## src/hw/bct_defines.svh

```systemverilog
// offsets, field positions, reset values and timing figures of the bonding change handler
`ifndef BCT_DEFINES_SVH
`define BCT_DEFINES_SVH

// ----------------------------------------------------------------
// clock and time figures
// ----------------------------------------------------------------
`define BCT_CLK_MHZ        25
`define BCT_REASM_TIME_US  1000
`define BCT_ACK_TIME_US    1000
`define BCT_RSP_RETRIES    4'h3
`define BCT_REQ_RETRIES    4'h3

// ----------------------------------------------------------------
// register byte offsets
// ----------------------------------------------------------------
`define BCT_OFF_CTRL       12'h000
`define BCT_OFF_STATUS     12'h004
`define BCT_OFF_ERRCNT     12'h008
`define BCT_OFF_REASM_LIM  12'h00C
`define BCT_OFF_ACK_LIM    12'h010

// ----------------------------------------------------------------
// register fields and reset values
// ----------------------------------------------------------------
`define BCT_CTRL_EN        0
`define BCT_CTRL_RETRY_LO  8
`define BCT_CTRL_RETRY_HI  11
`define BCT_CTRL_RST       32'h0000_0301

// ----------------------------------------------------------------
// upstream channel action codes
// ----------------------------------------------------------------
`define BCT_US_ACT_ADD     3'h1
`define BCT_US_ACT_REPLACE 3'h4

// ----------------------------------------------------------------
// request attribute flag positions
// ----------------------------------------------------------------
`define BCT_FLAG_W         20
`define BCT_F_FMT_BAD      0
`define BCT_F_RCC_PRIM     1
`define BCT_F_INIT_TECH    2
`define BCT_F_RCS_CHANGE   3
`define BCT_F_SIMPLIFIED   4
`define BCT_F_PRIM_ONE     5
`define BCT_F_PRIM_ASSIGN  6
`define BCT_F_OFDM_DS      7
`define BCT_F_DS_PROFILE   8
`define BCT_F_HAS_UCD      9
`define BCT_F_US_OFDMA     10
`define BCT_F_DATA_IUC     11
`define BCT_F_LIGHT_SLEEP  12
`define BCT_F_TUNE_BAD     13
`define BCT_F_PHY_BAD      14
`define BCT_F_RESEQ_MIS    15
`define BCT_F_SIDCL_MIS    16
`define BCT_F_MAC_UNKNOWN  17
`define BCT_F_RCC_SAME     18
`define BCT_F_ADDS_EXIST   19

// ----------------------------------------------------------------
// resource counts
// ----------------------------------------------------------------
`define BCT_NUM_RES        6
`define BCT_RES_W          8

`endif

```

## src/hw/bct_pkg.sv

```systemverilog
// types shared by the bonding change handler
package bct_pkg;

  typedef enum logic [1:0] {
    ST_IDLE,
    ST_REASM,
    ST_ACQ,
    ST_ACK
  } bct_state_e;

  typedef enum logic [2:0] {
    CODE_OK,
    CODE_INVALID,
    CODE_INCAPABLE,
    CODE_INCONSISTENT,
    CODE_INCOMPLETE,
    CODE_ALREADY_THERE,
    CODE_PARTIAL
  } bct_code_e;

endpackage

```

## src/hw/bct_handler.sv

```systemverilog
// modem-side bonding change transaction handler with apb registers
//
// Contract
// - start reassembly timer on first request fragment; covers all remaining fragments
// - on reassembly expiry send response with request-incomplete code, back to idle
// - reject invalid requests, bad format, and those inconsistent with capability
// - invalid if config touches primary downstream without initialization technique
// - invalid if full receive set change lacks exactly one primary channel
// - invalid if simplified receive set change omits primary channel assignment
// - invalid if simplified change with OFDM downstream omits profile assignment
// - invalid while headend flow add, change or channel change is in progress
// - invalid if upstream action add or replace lacks channel descriptor
// - invalid if add or replace of OFDMA upstream lacks data usage code
// - invalid if light-sleep encodings arrive while energy management active
// - incapable if any resource need exceeds modem capability, tuning or phy
// - inconsistent if channel sets disagree with resequencing list or cluster map
// - inconsistent if client MAC address missing from forwarding table
// - valid request with unacquired channels answers partial service per direction
// - on collision bonding change wins; modem executes it, abandoning own flow
// - resend response on ack timeout up to retry limit, then log error
// - redundant if same receive config, existing identifier or channel added
// - redundant request not executed; answer already-present code
`include "bct_defines.svh"

module bct_handler
  import bct_pkg::*;
#(
  parameter logic [31:0] REASM_CYC = 32'(`BCT_REASM_TIME_US * `BCT_CLK_MHZ),
  parameter logic [31:0] ACK_CYC   = 32'(`BCT_ACK_TIME_US * `BCT_CLK_MHZ),
  parameter logic [`BCT_NUM_RES*`BCT_RES_W-1:0] RES_CAP = {`BCT_NUM_RES{8'h08}}
) (
  // clock and reset
  input  wire logic                                 mclk,
  input  wire logic                                 reset,
  // apb slave
  input  wire logic [11:0]                          paddr,
  input  wire logic                                 psel,
  input  wire logic                                 penable,
  input  wire logic                                 pwrite,
  input  wire logic [31:0]                          pwdata,
  output logic      [31:0]                          prdata,
  output logic                                      pready,
  output logic                                      pslverr,
  // request fragments from the message parser
  input  wire logic                                 frag_valid,
  input  wire logic                                 frag_first,
  input  wire logic                                 frag_last,
  input  wire logic                                 frag_err,
  input  wire logic [`BCT_FLAG_W-1:0]               req_flags,
  input  wire logic [2:0]                           req_us_action,
  input  wire logic [`BCT_NUM_RES*`BCT_RES_W-1:0]   req_need,
  // modem state
  input  wire logic                                 headend_txn_busy,
  input  wire logic                                 own_flow_pending,
  input  wire logic                                 energy_mode_active,
  // channel acquisition
  input  wire logic                                 acq_done,
  input  wire logic                                 acq_ds_fail,
  input  wire logic                                 acq_us_fail,
  // acknowledgement
  input  wire logic                                 ack_rx,
  // response and status
  output logic                                      rsp_valid,
  output bct_code_e                                 rsp_code,
  output logic                                      exec_start,
  output logic                                      flow_yield,
  output logic                                      partial_ds,
  output logic                                      partial_us,
  output logic                                      err_log,
  output logic                                      busy
);

  // ----------------------------------------------------------------
  // state
  // ----------------------------------------------------------------
  bct_state_e  state_ff;
  logic [31:0] cnt_ff;
  logic        bad_ff;
  logic [3:0]  retry_ff;
  logic [31:0] ctrl_ff;
  logic [31:0] reasm_lim_ff;
  logic [31:0] ack_lim_ff;
  logic [15:0] errcnt_ff;
  logic        rsp_valid_ff;
  bct_code_e   rsp_code_ff;
  logic        exec_ff;
  logic        yield_ff;
  logic        pds_ff;
  logic        pus_ff;
  logic        err_ff;
  logic        busy_ff;
  logic [31:0] prdata_ff;
  logic        pready_ff;
  logic        pslverr_ff;

  logic        enable;
  logic [3:0]  retry_lim;
  logic        tmo;
  logic        decide;
  logic        inv;
  logic        incap;
  logic        incons;
  logic        redund;
  logic        us_addrep;
  logic [`BCT_NUM_RES-1:0] over;
  bct_code_e   nxt_code;

  assign enable    = ctrl_ff[`BCT_CTRL_EN];
  assign retry_lim = ctrl_ff[`BCT_CTRL_RETRY_HI:`BCT_CTRL_RETRY_LO];

  // ----------------------------------------------------------------
  // request classification
  // ----------------------------------------------------------------
  genvar gi;
  generate
    for (gi = 0; gi < `BCT_NUM_RES; gi++) begin : g_res
      assign over[gi] = req_need[gi*`BCT_RES_W +: `BCT_RES_W] >
                        RES_CAP[gi*`BCT_RES_W +: `BCT_RES_W];
    end
  endgenerate

  // a request is judged once its last fragment lands with every fragment clean
  assign decide = frag_valid && frag_last && !frag_err &&
                  ((state_ff == ST_IDLE && frag_first && enable) ||
                   (state_ff == ST_REASM && !bad_ff));

  assign us_addrep = (req_us_action == `BCT_US_ACT_ADD) ||
                     (req_us_action == `BCT_US_ACT_REPLACE);

  always_comb begin
    inv = 1'b0;
    inv = inv | req_flags[`BCT_F_FMT_BAD];
    inv = inv | (req_flags[`BCT_F_RCC_PRIM] & ~req_flags[`BCT_F_INIT_TECH]);
    inv = inv | (req_flags[`BCT_F_RCS_CHANGE] & ~req_flags[`BCT_F_SIMPLIFIED] &
                 ~req_flags[`BCT_F_PRIM_ONE]);
    inv = inv | (req_flags[`BCT_F_RCS_CHANGE] & req_flags[`BCT_F_SIMPLIFIED] &
                 ~req_flags[`BCT_F_PRIM_ASSIGN]);
    inv = inv | (req_flags[`BCT_F_RCS_CHANGE] & req_flags[`BCT_F_SIMPLIFIED] &
                 req_flags[`BCT_F_OFDM_DS] & ~req_flags[`BCT_F_DS_PROFILE]);
    inv = inv | headend_txn_busy;
    inv = inv | (us_addrep & ~req_flags[`BCT_F_HAS_UCD]);
    inv = inv | (us_addrep & req_flags[`BCT_F_US_OFDMA] & ~req_flags[`BCT_F_DATA_IUC]);
    inv = inv | (req_flags[`BCT_F_LIGHT_SLEEP] & energy_mode_active);
  end

  assign incap  = (|over) | req_flags[`BCT_F_TUNE_BAD] | req_flags[`BCT_F_PHY_BAD];
  assign incons = req_flags[`BCT_F_RESEQ_MIS] | req_flags[`BCT_F_SIDCL_MIS] |
                  req_flags[`BCT_F_MAC_UNKNOWN];
  assign redund = req_flags[`BCT_F_RCC_SAME] | req_flags[`BCT_F_ADDS_EXIST];

  // invalid outranks incapable, which outranks redundant
  always_comb begin
    nxt_code = CODE_OK;
    if (inv) begin
      nxt_code = CODE_INVALID;
    end else if (incap) begin
      nxt_code = CODE_INCAPABLE;
    end else if (incons) begin
      nxt_code = CODE_INCONSISTENT;
    end else if (redund) begin
      nxt_code = CODE_ALREADY_THERE;
    end
  end

  // ----------------------------------------------------------------
  // transaction sequencer
  // ----------------------------------------------------------------
  // limits held in registers
  assign tmo = (cnt_ff + 32'h1) >= ((state_ff == ST_REASM) ? reasm_lim_ff : ack_lim_ff);

  always_ff @(posedge mclk) begin
    if (reset) begin
      state_ff     <= ST_IDLE;
      cnt_ff       <= 32'h0;
      bad_ff       <= 1'b0;
      retry_ff     <= 4'h0;
      rsp_valid_ff <= 1'b0;
      rsp_code_ff  <= CODE_OK;
      exec_ff      <= 1'b0;
      yield_ff     <= 1'b0;
      pds_ff       <= 1'b0;
      pus_ff       <= 1'b0;
      err_ff       <= 1'b0;
    end else begin
      rsp_valid_ff <= 1'b0;
      exec_ff      <= 1'b0;
      yield_ff     <= 1'b0;
      err_ff       <= 1'b0;
      cnt_ff       <= cnt_ff + 32'h1;
      if (decide) begin
        cnt_ff   <= 32'h0;
        retry_ff <= 4'h0;
        if (nxt_code == CODE_OK) begin
          // bonding change wins over own flow request
          exec_ff  <= 1'b1;
          yield_ff <= own_flow_pending;
          state_ff <= ST_ACQ;
        end else begin
          rsp_valid_ff <= 1'b1;
          rsp_code_ff  <= nxt_code;
          state_ff     <= ST_ACK;
        end
      end else begin
        case (state_ff)
          ST_IDLE: begin
            if (frag_valid && frag_first && enable) begin
              state_ff <= ST_REASM;
              cnt_ff   <= 32'h0;
              bad_ff   <= frag_err;
            end
          end
          ST_REASM: begin
            if (frag_valid && frag_err) begin
              bad_ff <= 1'b1;
            end
            if (tmo) begin
              rsp_valid_ff <= 1'b1;
              rsp_code_ff  <= CODE_INCOMPLETE;
              state_ff     <= ST_IDLE;
            end
          end
          ST_ACQ: begin
            if (acq_done) begin
              pds_ff       <= acq_ds_fail;
              pus_ff       <= acq_us_fail;
              rsp_valid_ff <= 1'b1;
              rsp_code_ff  <= (acq_ds_fail || acq_us_fail) ? CODE_PARTIAL : CODE_OK;
              cnt_ff       <= 32'h0;
              state_ff     <= ST_ACK;
            end
          end
          ST_ACK: begin
            if (ack_rx) begin
              state_ff <= ST_IDLE;
            end else if (tmo) begin
              cnt_ff <= 32'h0;
              if (retry_ff < retry_lim) begin
                retry_ff     <= retry_ff + 4'h1;
                rsp_valid_ff <= 1'b1;
              end else begin
                err_ff   <= 1'b1;
                state_ff <= ST_IDLE;
              end
            end
          end
          default: begin
            state_ff <= ST_IDLE;
          end
        endcase
      end
    end
  end

  always_ff @(posedge mclk) begin
    if (reset) begin
      busy_ff <= 1'b0;
    end else begin
      busy_ff <= (state_ff != ST_IDLE);
    end
  end

  // ----------------------------------------------------------------
  // apb registers
  // ----------------------------------------------------------------
  logic        wr_en;
  logic        rd_hit;
  logic [31:0] rd_val;

  assign wr_en = psel && penable && pready_ff && pwrite;

  always_comb begin
    rd_hit = 1'b1;
    rd_val = 32'h0;
    case (paddr)
      `BCT_OFF_CTRL:      rd_val = ctrl_ff;
      `BCT_OFF_STATUS:    rd_val = {24'h0, busy_ff, rsp_code_ff, pus_ff, pds_ff, state_ff};
      `BCT_OFF_ERRCNT:    rd_val = {16'h0, errcnt_ff};
      `BCT_OFF_REASM_LIM: rd_val = reasm_lim_ff;
      `BCT_OFF_ACK_LIM:   rd_val = ack_lim_ff;
      default:            rd_hit = 1'b0;
    endcase
  end

  always_ff @(posedge mclk) begin
    if (reset) begin
      pready_ff  <= 1'b0;
      prdata_ff  <= 32'h0;
      pslverr_ff <= 1'b0;
    end else begin
      // one wait-free access cycle after every setup cycle
      pready_ff  <= psel && !penable;
      prdata_ff  <= (psel && !penable && !pwrite) ? rd_val : 32'h0;
      pslverr_ff <= psel && !penable && !rd_hit;
    end
  end

  always_ff @(posedge mclk) begin
    if (reset) begin
      ctrl_ff      <= `BCT_CTRL_RST;
      reasm_lim_ff <= REASM_CYC;
      ack_lim_ff   <= ACK_CYC;
    end else if (wr_en) begin
      case (paddr)
        `BCT_OFF_CTRL:      ctrl_ff      <= pwdata & 32'h0000_0F01;
        `BCT_OFF_REASM_LIM: reasm_lim_ff <= pwdata;
        `BCT_OFF_ACK_LIM:   ack_lim_ff   <= pwdata;
        default:            ctrl_ff      <= ctrl_ff;
      endcase
    end
  end

  // a give-up in the same cycle as a clear still counts
  always_ff @(posedge mclk) begin
    if (reset) begin
      errcnt_ff <= 16'h0;
    end else if (wr_en && paddr == `BCT_OFF_ERRCNT) begin
      errcnt_ff <= err_ff ? 16'h1 : 16'h0;
    end else if (err_ff && errcnt_ff != 16'hFFFF) begin
      errcnt_ff <= errcnt_ff + 16'h1;
    end
  end

  // ----------------------------------------------------------------
  // outputs
  // ----------------------------------------------------------------
  assign prdata     = prdata_ff;
  assign pready     = pready_ff;
  assign pslverr    = pslverr_ff;
  assign rsp_valid  = rsp_valid_ff;
  assign rsp_code   = rsp_code_ff;
  assign exec_start = exec_ff;
  assign flow_yield = yield_ff;
  assign partial_ds = pds_ff;
  assign partial_us = pus_ff;
  assign err_log    = err_ff;
  assign busy       = busy_ff;
endmodule

```

## config.mk

```make
export PLATFORM = sky130hd
export DESIGN_NAME = bct_handler
export DESIGN_NICKNAME = d
export VERILOG_FILES = /design/src/hw/bct_pkg.sv /design/src/hw/bct_handler.sv
export VERILOG_INCLUDE_DIRS = /design/src /design/src/hw
export SDC_FILE = /design/constraint.sdc
export NUM_CORES = 1
export LEC_CHECK = 0
export ABC_AREA = 1
export ABC_CLOCK_PERIOD_IN_PS = 4100
export BUFFER_PORTS_ARGS = -buffer_cell sky130_fd_sc_hd__buf_2
export CORE_MARGIN = 2
export CORE_UTILIZATION = 45
export CTS_CLUSTER_DIAMETER = 30
export DETAILED_ROUTE_END_ITERATION = 12
export PLACE_DENSITY = 0.69
export SYNTH_ARGS = -nofsm -noshare
export SYNTH_HDL_FRONTEND = slang
export SYNTH_SLANG_ARGS = --single-unit
```

## constraint.sdc

```tcl
create_clock -name mclk -period 4.1 [get_ports mclk]
set_clock_uncertainty 0.05 [all_clocks]
set_input_delay 0.615 -clock mclk [delete_from_list [all_inputs] [get_ports mclk]]
set_output_delay 0.615 -clock mclk [all_outputs]
set_load 0.02 [all_outputs]
```

# --- Word-level counts from Yosys, hierarchy flattened ---
# Index checks and enable logic that the tools add are counted.
word_totals:
  ff_bits: 168
  inputBits: 131
  out_inout_bits: 44
  word_cells: 175
classes:
  n_addsub: 3
  order_cmp: 8
  n_eq_ne: 18
  mux: 43
  bitwise_logic: 37
  n_reduce_logical: 47
op_table:
  columns: ["op", "n"]
  rows:
  - ["$mux W32", 5]
  - ["$pmux W32 S5", 1]
  - ["$pmux W32 S3", 1]
  - ["$gt A8 B4 Y1 const B", 6]
  - ["$add A32 B1 Y32 const B", 1]
  - ["$ge A32 B32 Y1", 1]
  - ["$mux W16", 2]
  - ["$mux W3", 9]
  - ["$eq A12 B4 Y1 const B", 2]
  - ["$logic_and A1 B1 Y1", 17]
  - ["$add A16 B1 Y16 const B", 1]
  - ["$ne A16 B16 Y1 const B", 1]
  - ["$mux W1", 14]
  - ["$mux W2", 7]
  - ["$not A1 Y1", 13]
  - ["$or A1 B1 Y1", 13]
  - ["$eq A12 B3 Y1 const B", 1]
  - ["$eq A12 B5 Y1 const B", 1]
  - ["$logic_not A12 Y1", 1]
  - ["$reduce_and A4 Y1", 3]
  - ["$and A1 B1 Y1", 11]
  - ["$reduce_or A5 Y1", 2]
  - ["$ne A4 B4 Y1 const B", 2]
  - ["$pmux W2 S4", 1]
  - ["other kinds (25)", 40]

# --- Logic depth before layout (Yosys ltp) ---
logic_depth:
  ltp_word: 14
  mapped_depth: 26
  mapped_depth_nobuf: 26

# --- Worst setup path before layout ---
# No wires, ideal clock.
synth_timing:
  kind: "reg-to-reg"
  startpoint: "register cnt_ff[0]"
  endpoint: "register cnt_ff[16]"
  setup_time_ns: 0.119
  arrival_time_ns: 2.978
  required_ns: 3.931
  path_slack_ns: 0.953
  stages_incl_launch_ff: 22
  n_path_buf: 1
  period_less_slack_ns: 3.147
  cell_sequence: "dfxtp_1 ha_1 nand2_2 nor2_4 nand2_4 nor3_4 nand3_2 nor2_2 nand4_2 or2_4 xnor2_4 ha_1 nand2_1 nor2_1 nand4_1 a21oi_1 nor2_1 nand2_1 a21oi_1 o21ai_2 buf_2 nor2_1"
synth_via:
  elab_chain_len: 5
  word_cells_on_any_way: 7
  classes_between: "1 x add/sub; 1 x order compare; 5 x mux"
synth_lines:
  columns: ["element", "line", "rtl"]
  rows:
  - ["start, declared", "bct_handler.sv:77", "logic [31:0] cnt_ff;"]
  - ["start signal, assigned", "bct_handler.sv:189", "cnt_ff <= cnt_ff + 32'h1;"]
  - ["$add A32 B1 Y32 *", "bct_handler.sv:169, bct_handler.sv:189", null]
  - ["$ge A32 B32 Y1", "bct_handler.sv:169", "assign tmo = (cnt_ff + 32'h1) >= ((state_ff == ST_REASM) ? reasm_lim_ff : ack_lim_ff);"]
  - ["$mux W32", "bct_handler.sv:235", "end else if (tmo) begin"]
  - ["$mux W32", "bct_handler.sv:233", "if (ack_rx) begin"]
  - ["$pmux W32 S3 *", "bct_handler.sv:204", "case (state_ff)"]
# Mark *: on every way between the ends. The rest lies on a longest branch, timed or not.
# A chain may end at the register's enable or synchronous reset.

# --- Final worst setup path ---
layout_timing:
  startpoint: "register cnt_ff[0]"
  endpoint: "register cnt_ff[3]"
# Same word-level chain as after synthesis.

==> impl_metrics.env <==
export IMPL_fp_row_count=51
export IMPL_areaGrowthSynthToFinish_pct=20.49
export IMPL_grtUsageTotal=0.2511
export IMPL_hold_end="reasm_lim_ff[3]"
export IMPL_final_area_um2=10570
export IMPL_worstSetupStartpointType="register"
export IMPL_io_pins=175
export IMPL_worstRegToRegCells=24
export IMPL_synthCells=1256
export IMPL_finalSetupViolations=0
export IMPL_seqPwrFrac=0.438
export IMPL_drive_gt1_frac=0.1917
export IMPL_crit_chain="nand2_1 -> nor2_2 -> inv_2 -> nor3_4 -> nand2_2 -> inv_2 -> nand4_2 -> nor2_2 -> inv_2 -> nor2_4 -> nand2_1 -> xor2_1 -> inv_1 -> ha_1 -> nand2_1 -> nor2_1 -> nand4_1 -> nor2_1 -> nand2_1 -> nand2_1 -> a21oi_1 -> o21ai_2 -> buf_4 -> nor2_1"
export IMPL_die_x_um=143.6
export IMPL_p_sw_uw=1069
export IMPL_fp_dieArea_um2=20620
export IMPL_hp_start="pwdata[3]"
export IMPL_synth_seq_cells=168
export IMPL_die_y_um=143.6
export IMPL_synth_flop_cell="dfxtp_1"
export IMPL_min_period_over_period=0.9106
export IMPL_root_buffer="clkbuf_16"
export IMPL_syn_avg_cell_area_um2=6.981
export IMPL_grt_max_degree=52
export IMPL_wl_per_cell_um=14.89
export IMPL_place_inst=1670
export IMPL_cts_buffer_depth=2
export IMPL_place_hpwl_um=19120
export IMPL_drt_wl_total_um=25390
export IMPL_place_gp_congestion=0.9439
export IMPL_p_total_uw=3822
export IMPL_core_um2=19270
export IMPL_pwr_share_clk=0.425
export IMPL_layout_min_cycle_time_ns=3.734
export IMPL_mostFrequentLayoutCells="nand2_1, nor2_1, inv_1"
export IMPL_power_per_cell_area_nw_per_um2=361.8
export IMPL_hold_violations=0
export IMPL_place_area_um2=9933
export IMPL_hold_buffers=0
export IMPL_slew_violations=0
export IMPL_grt_overflow_total=0
export IMPL_slowest_stage="dfxtp_1"
export IMPL_stdcell_count=1705
export IMPL_vias=8725
export IMPL_numCtsBuffers=17
export IMPL_grt_antenna_before_repair=1
export IMPL_cts_tree="done"
export IMPL_peakVddDrop_v=0.0002355
export IMPL_cp_max_fo=12
export IMPL_synthArstFlopShare=0
export IMPL_path_clk_slew_ns=0.07
export IMPL_r2r_end="cnt_ff[3]"
export IMPL_rr_startpoint="cnt_ff[0]"
export IMPL_r2r_setup_slack_ns=0.37
export IMPL_worstPathRequired_ns=4.37
export IMPL_yosysSeqAreaShare=0.3836
export IMPL_cap_violations=0
export IMPL_critPathKind="register to register"
export IMPL_clock_latency_ns=0.44
export IMPL_tightest_slew_ns=0.9596
export IMPL_yosysWarnings=0
export IMPL_nets=1596
export IMPL_diodes=0
export IMPL_rsz0062_at_grt="yes"
export IMPL_fmax_ghz=0.2678
export IMPL_path_common_cell="nand2_1"
export IMPL_drc=0
export IMPL_drt_iter0_markers=570
export IMPL_synthesis_area_um2=8768
export IMPL_power_share_switching=0.2798
export IMPL_cp_slowest_stage_delay_ns=0.38
export IMPL_slew_headroom=0.3593
export IMPL_p_int_uw=2753
export IMPL_cp_arrival_ns=4.00
export IMPL_hold_depth=3
export IMPL_outcome="completed"
export IMPL_htreeDepth=4
export IMPL_drtAntennaViolNets=0
export IMPL_grt_pass1_wl_um=40280
export IMPL_layout_commonest_cell="nand2_1"
export IMPL_syn_nets=1425
export IMPL_synth_edf_count=0
export IMPL_start_util=0.4550
export IMPL_grt_pass1_vias=8114
export IMPL_endpoint_kind="register"
export IMPL_clock_sinks=168
export IMPL_dr_pass1_iters=6
export IMPL_via_per_inst=5.117
export IMPL_yosys_cell_types_count=47
export IMPL_io_buffers=174
export IMPL_combPwrFrac=0.137
export IMPL_min_path_type="input pin to register"
export IMPL_power_leakage_uw=0.005128
export IMPL_whs_ns=0.3524
sequential cells by signal, summed over array words and instances (netlist names), 2 cells and up:
register      count
cnt_ff           32
ctrl_ff           5
prdata           32
retry_ff          4
reasm_lim_ff     32
errcnt_ff        16
rsp_code          3
ack_lim_ff       32
state_ff          2
cell usage after synthesis (2+ instances only):
cell type  instances  share of area
buf_2             11         0.0063
ha_1              38          0.054
nor2_4             4         0.0051
o21a_1             2         0.0017
buf_1              3         0.0013
nand3_2            2         0.0023
a311oi_1           4         0.0040
nand3_1           40          0.023
nand2_2            4         0.0029
a221oi_1           4         0.0040
inv_1            186          0.080
and2_1             2         0.0014
dfxtp_1          168           0.38
a211oi_1          31          0.027
nor2_1           196          0.084
nor3_1            22          0.013
nand2_1          238           0.10
o31ai_1            5         0.0043
or2_2              7         0.0050
nand4_1           19          0.014
a21oi_1           62          0.035
nand2_4            3         0.0039
xor2_1            23          0.023
o22ai_1            8         0.0057
nor4_1             5         0.0036
inv_2             12         0.0051
o21ai_0           90          0.051
a21o_1             3         0.0026
xnor2_1            2         0.0020
nor2_2             8         0.0057
nand4_2            2         0.0029
nor3_4             3         0.0056
o211ai_1          11         0.0094
clkbuf_1          24          0.010
o221ai_1           2         0.0020
critical path, delay by kind of cell, from the launching register on:
family | cells | cell delay (ns)
xor gates and xnor gates | 1 | 0.21
AOI/OAI and AO/OA | 2 | 0.39
and+or+nand+nor | 15 | 1.74
adders and majority gates | 1 | 0.30
buffers and inverters | 5 | 0.54
DFF | 1 | 0.38
layer usage:
metal / share of wire / wire (um) / vias up / track usage
met4: 0.021 / 545 / 0 / 0.08153
met1: 0.43 / 10930 / 3953 / 0.3152
met5: 0 / 0 / - / 0
met2: 0.48 / 12260 / 339 / 0.4331
li1: - / - / 4394 / -
met3: 0.065 / 1652 / 39 / 0.04898
final cells by class:
| type | instances | area [um^2] |
|---|---|---|
| sequential | 168 | 3363 |
| tap | 265 | 331.6 |
| clock buffer | 17 | 425.4 |
| multi-input combinational | 851 | 4522 |
| clock inverter | 15 | 168.9 |
| inverter | 199 | 747.0 |
| fill | 1908 | 8706 |
| timing repair buffer | 190 | 1007 |
power groups by stage:
stage / clock network (uW) / registers (uW) / logic (uW)
6_report: 1630 / 1670 / 523
5_1_grt: 1710 / 1670 / 593
3_5_place_dp: 0 / 1710 / 511
3_3_place_gp: 0 / 1710 / 503
2_1_floorplan: 0 / 1710 / 302
4_1_cts: 1640 / 1670 / 515
worst max-delay path by stage:
stage / slack, ns / start / cells past startpoint / endpoint
after floorplan: 0.95 / cnt_ff[0] / 21 / cnt_ff[16]
after global placement: 0.43 / cnt_ff[0] / 21 / cnt_ff[24]
after detailed placement: 0.27 / cnt_ff[0] / 24 / cnt_ff[12]
after CTS: 0.26 / cnt_ff[0] / 24 / cnt_ff[12]
after global routing: -0.02 / cnt_ff[0] / 21 / cnt_ff[10]
final: 0.37 / cnt_ff[0] / 24 / cnt_ff[3]
kinds of logic (layout without fill, tap and decap cells):
family | Yosys count | count (layout) | share of synthesized area
compound gates | 226 | 226 | 0.1503
xor+xnor | 27 | 27 | 0.02997
fa+ha+maj | 38 | 38 | 0.05422
buf+inv | 237 | 421 | 0.1030
flops | 168 | 168 | 0.3836
simple gates | 560 | 560 | 0.2790
metrics by stage:
step                      utilization  setup WS [ns]  setup TNS [ns]
final                          0.5482         0.3664               0
after global routing           0.5482       -0.01533        -0.07502
after CTS                      0.5463         0.2608               0
after detailed placement       0.5155         0.2720               0
after global placement         0.5155         0.4255               0
after floorplan                     -         0.9530               0
repair_timing:
item	4_1_cts	5_1_grt
buffers inserted	0	3
resized for setup	0	3
setup endpoints to repair	0	26
Note: power is estimated with default switching activity, not from simulation.
